File: src/design/wdt_pkg.sv
// constants and types shared by the watchdog timer core files
package wdt_pkg;

	// register byte offsets on the apb bus
	localparam logic [11:0] ADDR_COUNT   = 12'h000;
	localparam logic [11:0] ADDR_KEY     = 12'h004;
	localparam logic [11:0] ADDR_CONTROL = 12'h008;
	localparam logic [11:0] ADDR_SYSCTL  = 12'h00c;

	// service key values
	localparam logic [7:0] KEY_ARM  = 8'h55;
	localparam logic [7:0] KEY_FIRE = 8'haa;

	// control register fields
	localparam int          CTRL_FLAG_BIT = 7;
	localparam int          CTRL_DIS_BIT  = 6;
	localparam int          CTRL_CHK_LSB  = 3;
	localparam int          CTRL_PS_LSB   = 0;
	localparam logic [2:0]  CHK_GOOD      = 3'h5;
	localparam logic [2:0]  PS_RESET      = 3'h0;
	localparam logic        DIS_RESET     = 1'b0;

	// system control status fields
	localparam int          SYS_UNLOCK_BIT  = 0;
	localparam int          SYS_IRQMODE_BIT = 1;
	localparam int          SYS_IRQSTAT_BIT = 2;
	localparam logic        UNLOCK_RESET    = 1'b1;
	localparam logic        IRQMODE_RESET   = 1'b0;

	// timing: oscillator and system clock are both ref_clk (100 ns)
	localparam int CLK_PERIOD_NS       = 100;
	localparam int BASE_DIVIDE         = 512;
	localparam int PULSE_OSC_CYCLES    = 512;
	localparam int FLAG_DELAY_SYS_CYC  = 8192;
	localparam int OSC_PER_REF         = 1;
	localparam int PULSE_CYCLES        = PULSE_OSC_CYCLES * OSC_PER_REF;

	// timeout pulse state, gray on idle -> reset and on irq -> reset; idle -> irq changes both bits
	typedef enum logic [1:0] {
		PLS_IDLE  = 2'h0,
		PLS_RESET = 2'h1,
		PLS_IRQ   = 2'h3
	} wdt_pulse_t;

endpackage : wdt_pkg

File: src/design/wdt_core.sv
// watchdog timer core with apb register slave
// Functional notes
// 8-bit count increments on each tick
// count overflow triggers timeout action
// key 0x55 then 0xAA clears count
// other key values change nothing
// non-0xAA after 0x55 cancels sequence
// key register reads return control register
// bit7 reset flag, write one clears
// external reset low forces flag zero
// flag set after delayed pulse end
// external reset low leaves flag zero
// bit6 disable, resets to enabled
// disable changes only while unlock set
// bad check bits trigger immediate timeout
// check bits always read zero
// prescale divides tick by 512 times factor
// writes only under protected write permit
// external reset outlasts watchdog pulse
// reset mode pulses reset low 512 cycles
// irq mode pulses irq low 512 cycles
// unlock cleared by one stays cleared
// leaving irq mode during irq resets
// reset clears count, key, prescaler
// disabled watchdog neither counts nor fires
//
// Implementation choices: register access over APB and the address map.
`timescale 1ns/1ns
`default_nettype none
module wdt_core #(
	parameter int FLAG_DELAY = wdt_pkg::FLAG_DELAY_SYS_CYC,
	parameter int PULSE_LEN  = wdt_pkg::PULSE_CYCLES,
	parameter int BASE_DIV   = wdt_pkg::BASE_DIVIDE
) (
	input  wire logic        ref_clk,
	input  wire logic        srst,
	input  wire logic        psel,
	input  wire logic        penable,
	input  wire logic        pwrite,
	input  wire logic [11:0] paddr,
	input  wire logic [31:0] pwdata,
	output logic [31:0]      prdata,
	output logic             pready,
	output logic             pslverr,
	input  wire logic        protected_write_permit,
	input  wire logic        ext_reset_n,
	output logic             wd_reset_out_n,
	output logic             wd_irq_out_n
);
	localparam int PW = $clog2(PULSE_LEN + 1);

	typedef struct packed {
		logic [7:0]          count;
		logic                armed;
		logic                flag;
		logic                dis;
		logic [2:0]          ps;
		logic                unlock;
		logic                irq_mode;
		logic                irq_s1;
		logic                irq_s2;
		wdt_pkg::wdt_pulse_t mode;
		logic [PW-1:0]       pcnt;
		logic                rst_n;
		logic                irq_n;
		logic [31:0]         rdata;
		logic                ready;
		logic                err;
	} wdt_core_st_t;

	wdt_core_st_t s_reg;
	wdt_core_st_t s_next;

	logic       tick;
	logic       flag_set;
	logic       wr_acc;
	logic       wr_key;
	logic       wr_ctrl;
	logic       wr_sys;
	logic       timeout;
	logic       chk_fault;
	logic       key_clear;
	logic [7:0] ctrl_image;
	logic [7:0] wkey;

	// tick source and delayed flag setter
	wdt_tick_gen #(
		.DIV          (BASE_DIV)
	) u_tick (
		.ref_clk      (ref_clk),
		.srst         (srst),
		.prescale_sel (s_reg.ps),
		.tick         (tick)
	);

	wdt_flag_delay #(
		.DELAY        (FLAG_DELAY)
	) u_flag (
		.ref_clk      (ref_clk),
		.srst         (srst),
		.rst_out_n    (s_reg.rst_n),
		.ext_reset_n  (ext_reset_n),
		.flag_set     (flag_set)
	);

	// write strobes, committed at the apb access edge under permit
	assign wr_acc  = psel && penable && pwrite && s_reg.ready && protected_write_permit;
	assign wr_key  = wr_acc && (paddr == wdt_pkg::ADDR_KEY);
	assign wr_ctrl = wr_acc && (paddr == wdt_pkg::ADDR_CONTROL);
	assign wr_sys  = wr_acc && (paddr == wdt_pkg::ADDR_SYSCTL);
	assign wkey    = pwdata[7:0];

	// control read image, check bits forced to zero
	assign ctrl_image = {s_reg.flag, s_reg.dis, 3'h0, s_reg.ps};

	// events that clear the count or start a timeout pulse
	assign key_clear = wr_key && s_reg.armed && (wkey == wdt_pkg::KEY_FIRE);
	assign timeout   = !s_reg.dis && tick && (s_reg.count == 8'hff);
	assign chk_fault = wr_ctrl && !s_reg.dis
		&& (pwdata[wdt_pkg::CTRL_CHK_LSB +: 3] != wdt_pkg::CHK_GOOD);

	// next-state logic for registers, counter and pulse
	always_comb begin
		s_next        = s_reg;
		s_next.irq_s1 = s_reg.irq_n;
		s_next.irq_s2 = s_reg.irq_s1;

		// count and key sequence
		if (key_clear) begin
			s_next.count = 8'h00;
		end else if (!s_reg.dis && tick) begin
			s_next.count = s_reg.count + 8'h01;
		end
		if (wr_key) begin
			if (wkey == wdt_pkg::KEY_ARM) begin
				s_next.armed = 1'b1;
			end else begin
				s_next.armed = 1'b0;
			end
		end

		// control register write
		if (wr_ctrl) begin
			s_next.ps = pwdata[wdt_pkg::CTRL_PS_LSB +: 3];
			if (s_reg.unlock) begin
				s_next.dis = pwdata[wdt_pkg::CTRL_DIS_BIT];
			end
			if (pwdata[wdt_pkg::CTRL_FLAG_BIT]) begin
				s_next.flag = 1'b0;
			end
		end
		if (flag_set) begin
			s_next.flag = 1'b1;
		end
		if (!ext_reset_n) begin
			s_next.flag = 1'b0;
		end

		// system control status write
		if (wr_sys) begin
			s_next.irq_mode = pwdata[wdt_pkg::SYS_IRQMODE_BIT];
			if (pwdata[wdt_pkg::SYS_UNLOCK_BIT]) begin
				s_next.unlock = 1'b0;
			end
		end

		// timeout pulse sequencer
		case (s_reg.mode)
			wdt_pkg::PLS_IDLE: begin
				if (timeout || chk_fault) begin
					s_next.pcnt = '0;
					if (s_reg.irq_mode) begin
						s_next.mode  = wdt_pkg::PLS_IRQ;
						s_next.irq_n = 1'b0;
					end else begin
						s_next.mode  = wdt_pkg::PLS_RESET;
						s_next.rst_n = 1'b0;
					end
				end
			end
			wdt_pkg::PLS_RESET: begin
				s_next.pcnt = s_reg.pcnt + PW'(1);
				if (s_reg.pcnt == PW'(PULSE_LEN - 1)) begin
					s_next.mode  = wdt_pkg::PLS_IDLE;
					s_next.rst_n = 1'b1;
				end
			end
			wdt_pkg::PLS_IRQ: begin
				s_next.pcnt = s_reg.pcnt + PW'(1);
				if (!s_reg.irq_mode) begin
					s_next.mode  = wdt_pkg::PLS_RESET;
					s_next.pcnt  = '0;
					s_next.irq_n = 1'b1;
					s_next.rst_n = 1'b0;
				end else if (s_reg.pcnt == PW'(PULSE_LEN - 1)) begin
					s_next.mode  = wdt_pkg::PLS_IDLE;
					s_next.irq_n = 1'b1;
				end
			end
			default: begin
				s_next.mode  = wdt_pkg::PLS_IDLE;
				s_next.rst_n = 1'b1;
				s_next.irq_n = 1'b1;
			end
		endcase

		// apb: capture read data in setup, answer in the access cycle
		s_next.ready = 1'b0;
		s_next.err   = 1'b0;
		if (psel && !penable) begin
			s_next.ready = 1'b1;
			s_next.rdata = 32'h0;
			case (paddr)
				wdt_pkg::ADDR_COUNT:   s_next.rdata = {24'h0, s_reg.count};
				wdt_pkg::ADDR_KEY:     s_next.rdata = {24'h0, ctrl_image};
				wdt_pkg::ADDR_CONTROL: s_next.rdata = {24'h0, ctrl_image};
				wdt_pkg::ADDR_SYSCTL:  s_next.rdata = {29'h0, s_reg.irq_s2, s_reg.irq_mode, s_reg.unlock};
				default:               s_next.err   = 1'b1;
			endcase
		end
	end

	// state register
	always_ff @(posedge ref_clk) begin
		if (srst) begin
			s_reg          <= '0;
			s_reg.dis      <= wdt_pkg::DIS_RESET;
			s_reg.ps       <= wdt_pkg::PS_RESET;
			s_reg.unlock   <= wdt_pkg::UNLOCK_RESET;
			s_reg.irq_mode <= wdt_pkg::IRQMODE_RESET;
			s_reg.irq_s1   <= 1'b1;
			s_reg.irq_s2   <= 1'b1;
			s_reg.mode     <= wdt_pkg::PLS_IDLE;
			s_reg.rst_n    <= 1'b1;
			s_reg.irq_n    <= 1'b1;
		end else begin
			s_reg <= s_next;
		end
	end

	assign prdata         = s_reg.rdata;
	assign pready         = s_reg.ready;
	assign pslverr        = s_reg.err;
	assign wd_reset_out_n = s_reg.rst_n;
	assign wd_irq_out_n   = s_reg.irq_n;

	// length of the current low pulse, for checking only
	logic [15:0] low_len;
	always_ff @(posedge ref_clk) begin
		if (srst || s_reg.rst_n) begin
			low_len <= 16'h0000;
		end else begin
			low_len <= low_len + 16'h0001;
		end
	end
endmodule : wdt_core
`default_nettype wire

File: src/design/wdt_flag_delay.sv
// delays the end of a watchdog reset pulse before it may set the flag
`timescale 1ns/1ns
`default_nettype none
module wdt_flag_delay #(
	parameter int DELAY = wdt_pkg::FLAG_DELAY_SYS_CYC
) (
	input  wire logic ref_clk,
	input  wire logic srst,
	input  wire logic rst_out_n,
	input  wire logic ext_reset_n,
	output logic      flag_set
);
	localparam int CW = $clog2(DELAY + 1);

	typedef struct packed {
		logic          prev;
		logic          busy;
		logic [CW-1:0] cnt;
		logic          set;
	} wdt_dly_st_t;

	wdt_dly_st_t s_reg;
	wdt_dly_st_t s_next;

	// rising edge starts the delay, expiry samples the external reset line
	always_comb begin
		s_next      = s_reg;
		s_next.prev = rst_out_n;
		s_next.set  = 1'b0;
		if (rst_out_n && !s_reg.prev) begin
			s_next.busy = 1'b1;
			s_next.cnt  = '0;
		end else if (s_reg.busy) begin
			s_next.cnt = s_reg.cnt + CW'(1);
			if (s_reg.cnt == CW'(DELAY - 1)) begin
				s_next.busy = 1'b0;
				s_next.set  = ext_reset_n;
			end
		end
	end

	always_ff @(posedge ref_clk) begin
		if (srst) begin
			s_reg      <= '0;
			s_reg.prev <= 1'b1;
		end else begin
			s_reg <= s_next;
		end
	end

	assign flag_set = s_reg.set;
endmodule : wdt_flag_delay
`default_nettype wire

File: src/design/wdt_tick_gen.sv
// watchdog tick generator: fixed divide then selectable prescale
`timescale 1ns/1ns
`default_nettype none
module wdt_tick_gen #(
	parameter int DIV = wdt_pkg::BASE_DIVIDE
) (
	input  wire logic       ref_clk,
	input  wire logic       srst,
	input  wire logic [2:0] prescale_sel,
	output logic            tick
);
	localparam int BW = $clog2(DIV);

	typedef struct packed {
		logic [BW-1:0] base;
		logic [5:0]    pre;
		logic          tick;
	} wdt_tick_st_t;

	wdt_tick_st_t s_reg;
	wdt_tick_st_t s_next;
	logic [5:0]   mask;

	// prescale code to low-bit mask of the second stage
	always_comb begin
		case (prescale_sel)
			3'h2:    mask = 6'h01;
			3'h3:    mask = 6'h03;
			3'h4:    mask = 6'h07;
			3'h5:    mask = 6'h0f;
			3'h6:    mask = 6'h1f;
			3'h7:    mask = 6'h3f;
			default: mask = 6'h00; // codes 0 and 1 divide by one
		endcase
	end

	// divide chain, one tick per prescaled period
	always_comb begin
		s_next      = s_reg;
		s_next.tick = 1'b0;
		if (s_reg.base == BW'(DIV - 1)) begin
			s_next.base = '0;
			s_next.pre  = s_reg.pre + 6'h01;
			s_next.tick = ((s_reg.pre & mask) == mask);
		end else begin
			s_next.base = s_reg.base + BW'(1);
		end
	end


	always_ff @(posedge ref_clk) begin
		if (srst) begin
			s_reg <= '0;
		end else begin
			s_reg <= s_next;
		end
	end

	assign tick = s_reg.tick;
endmodule : wdt_tick_gen
`default_nettype wire

File: config.mk
export PLATFORM = sky130hd
export DESIGN_NAME = wdt_core
export DESIGN_NICKNAME = d
export VERILOG_FILES = /design/src/design/wdt_pkg.sv /design/src/design/wdt_core.sv /design/src/design/wdt_flag_delay.sv /design/src/design/wdt_tick_gen.sv
export SDC_FILE = /design/constraint.sdc
export NUM_CORES = 1
export LEC_CHECK = 0
export ABC_AREA = 1
export BUFFER_PORTS_ARGS = -buffer_cell sky130_fd_sc_hd__buf_2
export CORE_ASPECT_RATIO = 1.75
export CORE_UTILIZATION = 59
export CTS_CLUSTER_DIAMETER = 40
export DETAILED_ROUTE_END_ITERATION = 8
export MAX_ROUTING_LAYER = met4
export PLACE_DENSITY = 0.85
export SYNTH_ARGS = -nofsm -noshare
export SYNTH_HDL_FRONTEND = slang
export SYNTH_HIERARCHICAL = 1
export SYNTH_SLANG_ARGS = --single-unit
File: constraint.sdc
create_clock -name ref_clk -period 2.3 [get_ports ref_clk]
set_input_delay 0.345 -clock ref_clk [delete_from_list [all_inputs] [get_ports ref_clk]]
set_output_delay 0.345 -clock ref_clk [all_outputs]
set_load 0.01 [all_outputs]
==> impl_metrics.yaml, run 1 <==
timing:
  slew_headroom_pct: 54.2
  fin_crit_ps: 1890
  final-hold-violation-count: 0
  finalSetupViolCount: 0
  worstMarginPinSlew_ps: 682
  drv_slew: 0
  fin_crit_sh_pct: 82.1
  clock_skew_ps: 7.88
  rsz0062_at_grt: "false"
  fin_ws_ps: 412
  tns_ps: 0
  fmax_mhz: 530
synthesis:
  synthCells: 605
  ys.flop_type: "dfxtp_1"
  synth-async-reset-ratio_pct: 0
  synth_cell_type_count: 41
  synth_warnings: 6
  synth-seq-area-share_pct: 36.0
  syn_avg_cell_area_um2: 6.90
  synth_edf_count: 0
  synth-seq-cells: 75
  synth_area_um2: 4170
clock_tree:
  cts.clk_slew.worst_paths_ps: 60
  clockBufferDepth: 2
  cts_tree: "yes"
  cts_hold_buf: 0
  cts_setup_buffers: 0
  post_cts_resized: 0
  cts_made_buffers: 9
  htree_levels: 3
  cts_root_buf: "clkbuf_16"
  clock_sinks: 75
  clock_latency_ps: 340
floorplanning:
  rows: 40
  start_util_pct: 60.8
  core_um2: 6860
  fp.dieH_um: 113
  ios: 87
  die_area_um2: 7420
  die_x_um: 65.6
drt:
  maxUsedRoutingLayer: "met4"
  drtAntennaViolNets: 0
  vias: 3818
  vias_per_cell: 5.25
  totalWireLength_um: 8930
  drc: 0
  drtIter0Drc: 288
  wl_per_cell_um: 12.3
  firstDrtPassIters: 4
  dr_wl_met2_um: 4870
  route.met3.wl_um: 358
  drt-met1-wl_um: 3470
run:
  drv_cap: 0
critical_path:
  crit_required_ps: 2530
  crit_type: "reg2reg"
  worst_path_max_delay_cell: "dfxtp_1"
  cp_slowest_stage_delay_ps: 390
  critical_path_arrival_ps: 2120
  cp-end-kind: "flip-flop"
  ff2ff_path_depth: 10
  path_cells: "ha_1 > nand2_1 > nor2_1 > nand4_1 > nand2_1 > inv_1 > nand2_2 > nand2_2 > o21ai_0 > nor2_1"
  start_kind: "flip-flop"
  crit_path_max_fanout: 12
placement:
  place_congestion: 0.858
  place_inst: 711
  pre_cts_ws_ps: 457
  io_buffers: 38
  place_hpwl_um: 6660
cells_and_area:
  area_growth_syn_to_layout_pct: 9.96
  stdcell_count: 727
  fin_nets: 699
  drive_above_1_share_pct: 13.5
  fill_cells: 616
  n_antenna_cell: 0
  fin_util_pct: 66.9
  largest_reg_flops: 24
global_routing:
  first_global_vias: 3631
  grt_max_degree: 18
  antenna_found_initial: 0
  grt_overflow: 0
  grtUsageTotal_pct: 27.0
  grt_pass1_wl_um: 15100
outcome:
  status: "complete, no violations"
power_and_ir_drop:
  pwr_density_cell_nw_per_um2: 662
  peakVddDrop_uv: 485
  cellLeakagePower_nw: 1.98
min_path:
  hold_depth: 3
  hold_path.class: "in2reg"
[layout make-up]
type	instances	area [um2]	share of cell area, %
Tap cell	84	105	2.29
Clock buffer	10	239	5.21
Sequential cell	75	1500	32.7
Multi-Input combinational cell	442	2190	47.8
Timing Repair Buffer	42	220	4.80
Inverter	68	255	5.56
Clock inverter	6	72.6	1.58
[critical path: cells and delay by family, from the launching register on]
kind	cells	cell delay [ps]
compound gates	1	210
buf+inv	1	70
simple gates	7	920
flops	1	390
fa+ha+maj	1	180
[per-stage QoR]
step                hold slack (ps)  cell area (um2)  power [mW]
global placement                400             4280        1.59
CTS                             259             4590        3.06
finish                          262             4590        3.04
floorplan                       389             4260        1.57
detailed placement              395             4280        1.60
global route                    280             4590        3.14
[final timing paths]
check	slack, ps	from	end
setup / recovery	410	s_reg[58]$_SDFFE_PP0P_	s_reg[37]$_SDFFE_PP0P_
hold / removal	260	ext_reset_n	ctrl_image[7]$_SDFFE_PP0P_
setup reg to reg	410	s_reg[58]$_SDFFE_PP0P_	s_reg[37]$_SDFFE_PP0P_
hold reg to reg	430	s_next[48]$_SDFF_PP1_	s_reg[48]$_SDFF_PP1_
[Yosys cell counts, drive strengths merged (2+ instances only)]
master	n	area [um2]
o21ai	26	130
nand3	45	230
inv	68	255
a21oi	45	229
buf	39	293
or2	3	18.8
clkbuf	4	15.0
nand4	13	87.6
o21bai	5	45.0
a211oi	2	15.0
nor2	85	379
nand3b	3	22.5
nor4	2	12.5
ha	10	125
dfxtp	75	1500
xor2	5	43.8
nor3	6	35.0
a21o	2	15.0
nand2	154	603
xnor2	6	52.6
[where the power goes]
group | leakage (nW) | switching, mW | internal, mW
clock network | 0.150 | 0.578 | 0.881
registers | 0.606 | 0.0217 | 1.32
logic | 1.23 | 0.159 | 0.0738
total | 1.98 | 0.759 | 2.28
[layer usage]
metal  vias to the layer above  GRT usage, %
met5                         -             -
met4                         0          14.8
met3                        20          5.65
met2                        85          47.8
met1                      1769          26.6
li1                       1944             -
[cell families (layout without fill, tap and decap cells)]
logic type                 count (synthesis)  after routing  synth area share [%]
AOI/OAI and AO/OA                         82             82                  11.1
DFF                                       75             75                  36.0
buffers and inverters                    111            126                  13.5
xor gates and xnor gates                  11             11                  2.31
adders and majority gates                 10             10                  3.00
and+or+nand+nor                          314            314                  33.8
muxes                                      1              1                 0.240
other                                      1             24                0.0899
[placed cells by master, fill, tap and decap left out, drive strengths merged, types with 2 or more instances in the layout]
cell type  instances
a211oi             2
a21o               2
a21oi             45
buf               42
clkbuf            10
clkinv             2
conb              24
dfxtp             75
ha                10
inv               70
nand2            154
nand3             45
nand3b             3
nand4             13
nor2              85
nor3               6
nor4               2
o21ai             26
o21bai             5
or2                3
xnor2              6
xor2               5
Note: power is estimated with default switching activity, not from simulation.
==> run 2: changes to the inputs <==
--- a/config.mk
+++ b/config.mk
@@ -5,14 +5,14 @@
 export SDC_FILE = /design/constraint.sdc
 export NUM_CORES = 1
 export LEC_CHECK = 0
-export ABC_AREA = 1
+export ABC_AREA = 0
 export BUFFER_PORTS_ARGS = -buffer_cell sky130_fd_sc_hd__buf_2
 export CORE_ASPECT_RATIO = 1.75
-export CORE_UTILIZATION = 59
+export CORE_UTILIZATION = 49
 export CTS_CLUSTER_DIAMETER = 40
 export DETAILED_ROUTE_END_ITERATION = 8
 export MAX_ROUTING_LAYER = met4
-export PLACE_DENSITY = 0.85
+export PLACE_DENSITY = 0.76
 export SYNTH_ARGS = -nofsm -noshare
 export SYNTH_HDL_FRONTEND = slang
 export SYNTH_HIERARCHICAL = 1
==> constraint.sdc (replaced) <==
create_clock -name ref_clk -period 1.7 [get_ports ref_clk]
set_input_delay 0.255 -clock ref_clk [delete_from_list [all_inputs] [get_ports ref_clk]]
set_output_delay 0.255 -clock ref_clk [all_outputs]
set_load 0.01 [all_outputs]
==> run 2 against run 1 <==
  * Critical endpoint is now s_reg[43]$_SDFFE_PP0P_
  * Clock skew decreased by 2.5 ps
  * Count of clock-buffer cells in the layout grew 4
  * Synthesized cell count down 26%
  * Cell area is 9.1% higher
  * Register-to-register slack got worse by 620 ps
  * Worst setup slack got worse by 620 ps
  * Area after synthesis shrank 7.5%
  * The flow now finishes with violations (setup timing)
  * Non-clock buffer count grew 60
  * Clock power up 29%
  * Total power up 27%
  * Sequential power up 32%
==> impl_metrics.yaml, run 2 <==
outcome:
  status: "finished, violations left"
  violations: "setup timing"
clock_tree:
  clockBufferDepth: 2
  clock_sinks: 75
  cts_tree: "yes"
  cts_root_buf: "clkbuf_16"
  htree_levels: 3
  cts_made_buffers: 9
  cts.clk_slew.worst_paths_ps: 60
  clock_latency_ps: 340
cells_and_area:
  layout_commonest_cell: "dfxtp_1"
  area_growth_syn_to_layout_pct: 29.7
  final_cell_mix: "dfxtp_1, buf_4, buf_2, nor2_1, nand2_1"
  n_antenna_cell: 0
  drive_above_1_share_pct: 32.1
  fill_cells: 547
  largest_reg_flops: 24
  stdcell_count: 627
  fin_nets: 595
power_and_ir_drop:
  finalPower_mw: 3.86
  comb_power_share_pct: 5.5
  switching_share_pct: 21.9
  peakVddDrop_uv: 634
  pwr_density_cell_nw_per_um2: 772
  cellLeakagePower_nw: 1.95
  internal_power_mw: 3.02
  power_frac_clock_pct: 48.6
  p_sw_mw: 0.845
  sequentialPowerShare_pct: 46.0
timing:
  fin_ws_ps: -206
  finalSetupViolCount: 26
  fmax_mhz: 525
  final-hold-violation-count: 0
  worstMarginPinSlew_ps: 807
  worst_hold_slack_ps: 150
  fin_crit_sh_pct: 112
  clock_skew_ps: 5.40
  slew_headroom_pct: 46.2
  fin_crit_ps: 1910
  drv_slew: 0
  rsz0062_at_grt: "true"
critical_path:
  rr_endpoint: "s_reg[43]$_SDFFE_PP0P_"
  crit_start: "s_reg[59]$_SDFFE_PP0P_"
  crit_family: "compound AO/OA/AOI/OAI gates"
  cp_slowest_stage_delay_ps: 430
  cp-end-kind: "flip-flop"
  critical_path_arrival_ps: 2180
  path_buf_inv: 1
  start_kind: "flip-flop"
  crit_path_max_fanout: 4
  worst_path_max_delay_cell: "or4_4"
  ff2ff_path_depth: 7
  crit_type: "reg2reg"
  critical_path_depth: 7
  path_cells: "ha_4 > nand4b_1 > o31ai_2 > a31oi_2 > buf_4 > or4_4 > a21oi_2"
  crit_required_ps: 1970
  r2r_slack_ps: -210
  r2r_start: "s_reg[59]$_SDFFE_PP0P_"
min_path:
  hold_path.class: "in2reg"
  hold_end: "ctrl_image[7]$_SDFFE_PP0P_"
  hp-start: "pwdata[7]"
  hold_depth: 2
global_routing:
  first_global_vias: 3364
  grt_pass1_wl_um: 14700
  grt_overflow: 0
  grt_max_degree: 21
  antenna_found_initial: 0
  grtUsageTotal_pct: 22.7
placement:
  place_congestion: 0.830
  place_hpwl_um: 6260
  place_inst: 598
  io_buffers: 38
drt:
  drtAntennaViolNets: 0
  vias_per_cell: 5.77
  wl_per_cell_um: 15.5
  firstDrtPassIters: 5
  drc: 0
  totalWireLength_um: 9720
  vias: 3619
  drtIter0Drc: 209
synthesis:
  synth_top_cell_by_area: "dfxtp_1"
  synth-seq-cells: 75
  synth-seq-area-share_pct: 38.9
  synth_most_common_cell: "dfxtp_1"
  synth-async-reset-ratio_pct: 0
  synthCells: 449
  synthTopCellsByCount: "dfxtp_1, nor2_1, a21oi_1"
  syn_avg_cell_area_um2: 8.59
  synth_edf_count: 0
  synth_warnings: 6
  synth_cell_type_count: 57
  ys.flop_type: "dfxtp_1"
  synth_area_um2: 3860
  synth_top_area_share_pct: 38.9
  synth.area.top_cells: "dfxtp_1, buf_4, a21oi_1, nor2_1, ha_1"
floorplanning:
  die_area_um2: 8250
  fp.dieH_um: 119
  die_x_um: 69.1
  core_um2: 7620
  rows: 42
  start_util_pct: 50.6
  ios: 87
run:
  drv_cap: 0
-- run 2: cell types whose count changed after synthesis, moves of 10 or more --
| cell | before | now |
|---|---|---|
| or3_1 | 0 | 11 |
| mux2i_1 | 1 | 12 |
| a21oi_1 | 44 | 34 |
| nor2_1 | 73 | 43 |
| inv_1 | 67 | 10 |
| nand3_1 | 44 | 22 |
| nand2_1 | 148 | 30 |
| o21ai_0 | 24 | 13 |
-- run 2: power by group through the flow --
stage                     Clock, mW  Combinational, mW  Sequential, mW
after floorplan                   0              0.141            1.81
after global placement            0              0.179            1.81
after detailed placement          0              0.184            1.81
after CTS                      1.89              0.190            1.77
after global routing           1.96              0.230            1.77
final                          1.88              0.212            1.77
-- run 2: worst max-delay path by stage --
stage,slack [ps],end
after floorplan,-310,ctrl_image[0]$_SDFFE_PP0N_
after global placement,-420,ctrl_image[2]$_SDFFE_PP0N_
after detailed placement,-450,ctrl_image[1]$_SDFFE_PP0N_
after CTS,-170,s_reg[43]$_SDFFE_PP0P_
after global routing,-290,s_reg[43]$_SDFFE_PP0P_
final,-210,s_reg[43]$_SDFFE_PP0P_
-- run 2: final cells by class --
type	count	area [um2]	share of cell area, %
Multi-Input combinational cell	336	2340	46.8
Sequential cell	75	1510	30.1
Timing Repair Buffer	102	719	14.4
Clock buffer	14	254	5.08
Tap cell	88	110	2.20
Inverter	10	37.5	0.750
Clock inverter	2	35.0	0.700
-- run 2: what timing repair did --
action,4_1_cts,5_1_grt
setup endpoints to repair,25,39
pin swaps,10,23
resized for setup,21,39
hold buffers,0,0
setup buffers,7,6
-- run 2: logic make-up (layout without fill, tap and decap cells) --
family	after synthesis	in the layout	synth area share (%)
flip-flops	75	75	38.9
AO/OA/AOI/OAI	82	82	13.1
AND/OR/NAND/NOR	188	188	27.4
multiplexers	12	12	3.11
adder cells (fa/ha/maj)	10	10	3.24
buffers and inverters	61	128	9.60
XOR/XNOR	20	20	4.54
other	1	24	0.0972
-- run 2: metal layers --
metal  track usage, %  vias up  share of wire (%)
li1                 -     1722                  -
met1             22.8     1711                 39
met2             39.0      151                 52
met3             5.58       35                4.8
met4             14.4        0                4.1
met5                -        -                  0
-- run 2: through the flow --
stage	worst slack, ps	instance area [um2]	util [%]	TNS [ps]
6_report	-206	5000	65.7	-1980
5_1_grt	-291	5000	65.7	-4080
4_1_cts	-174	4780	62.7	-1260
3_5_place_dp	-448	4320	56.7	-12490
3_3_place_gp	-418	4320	56.7	-11220
2_1_floorplan	-308	3980	-	-4370
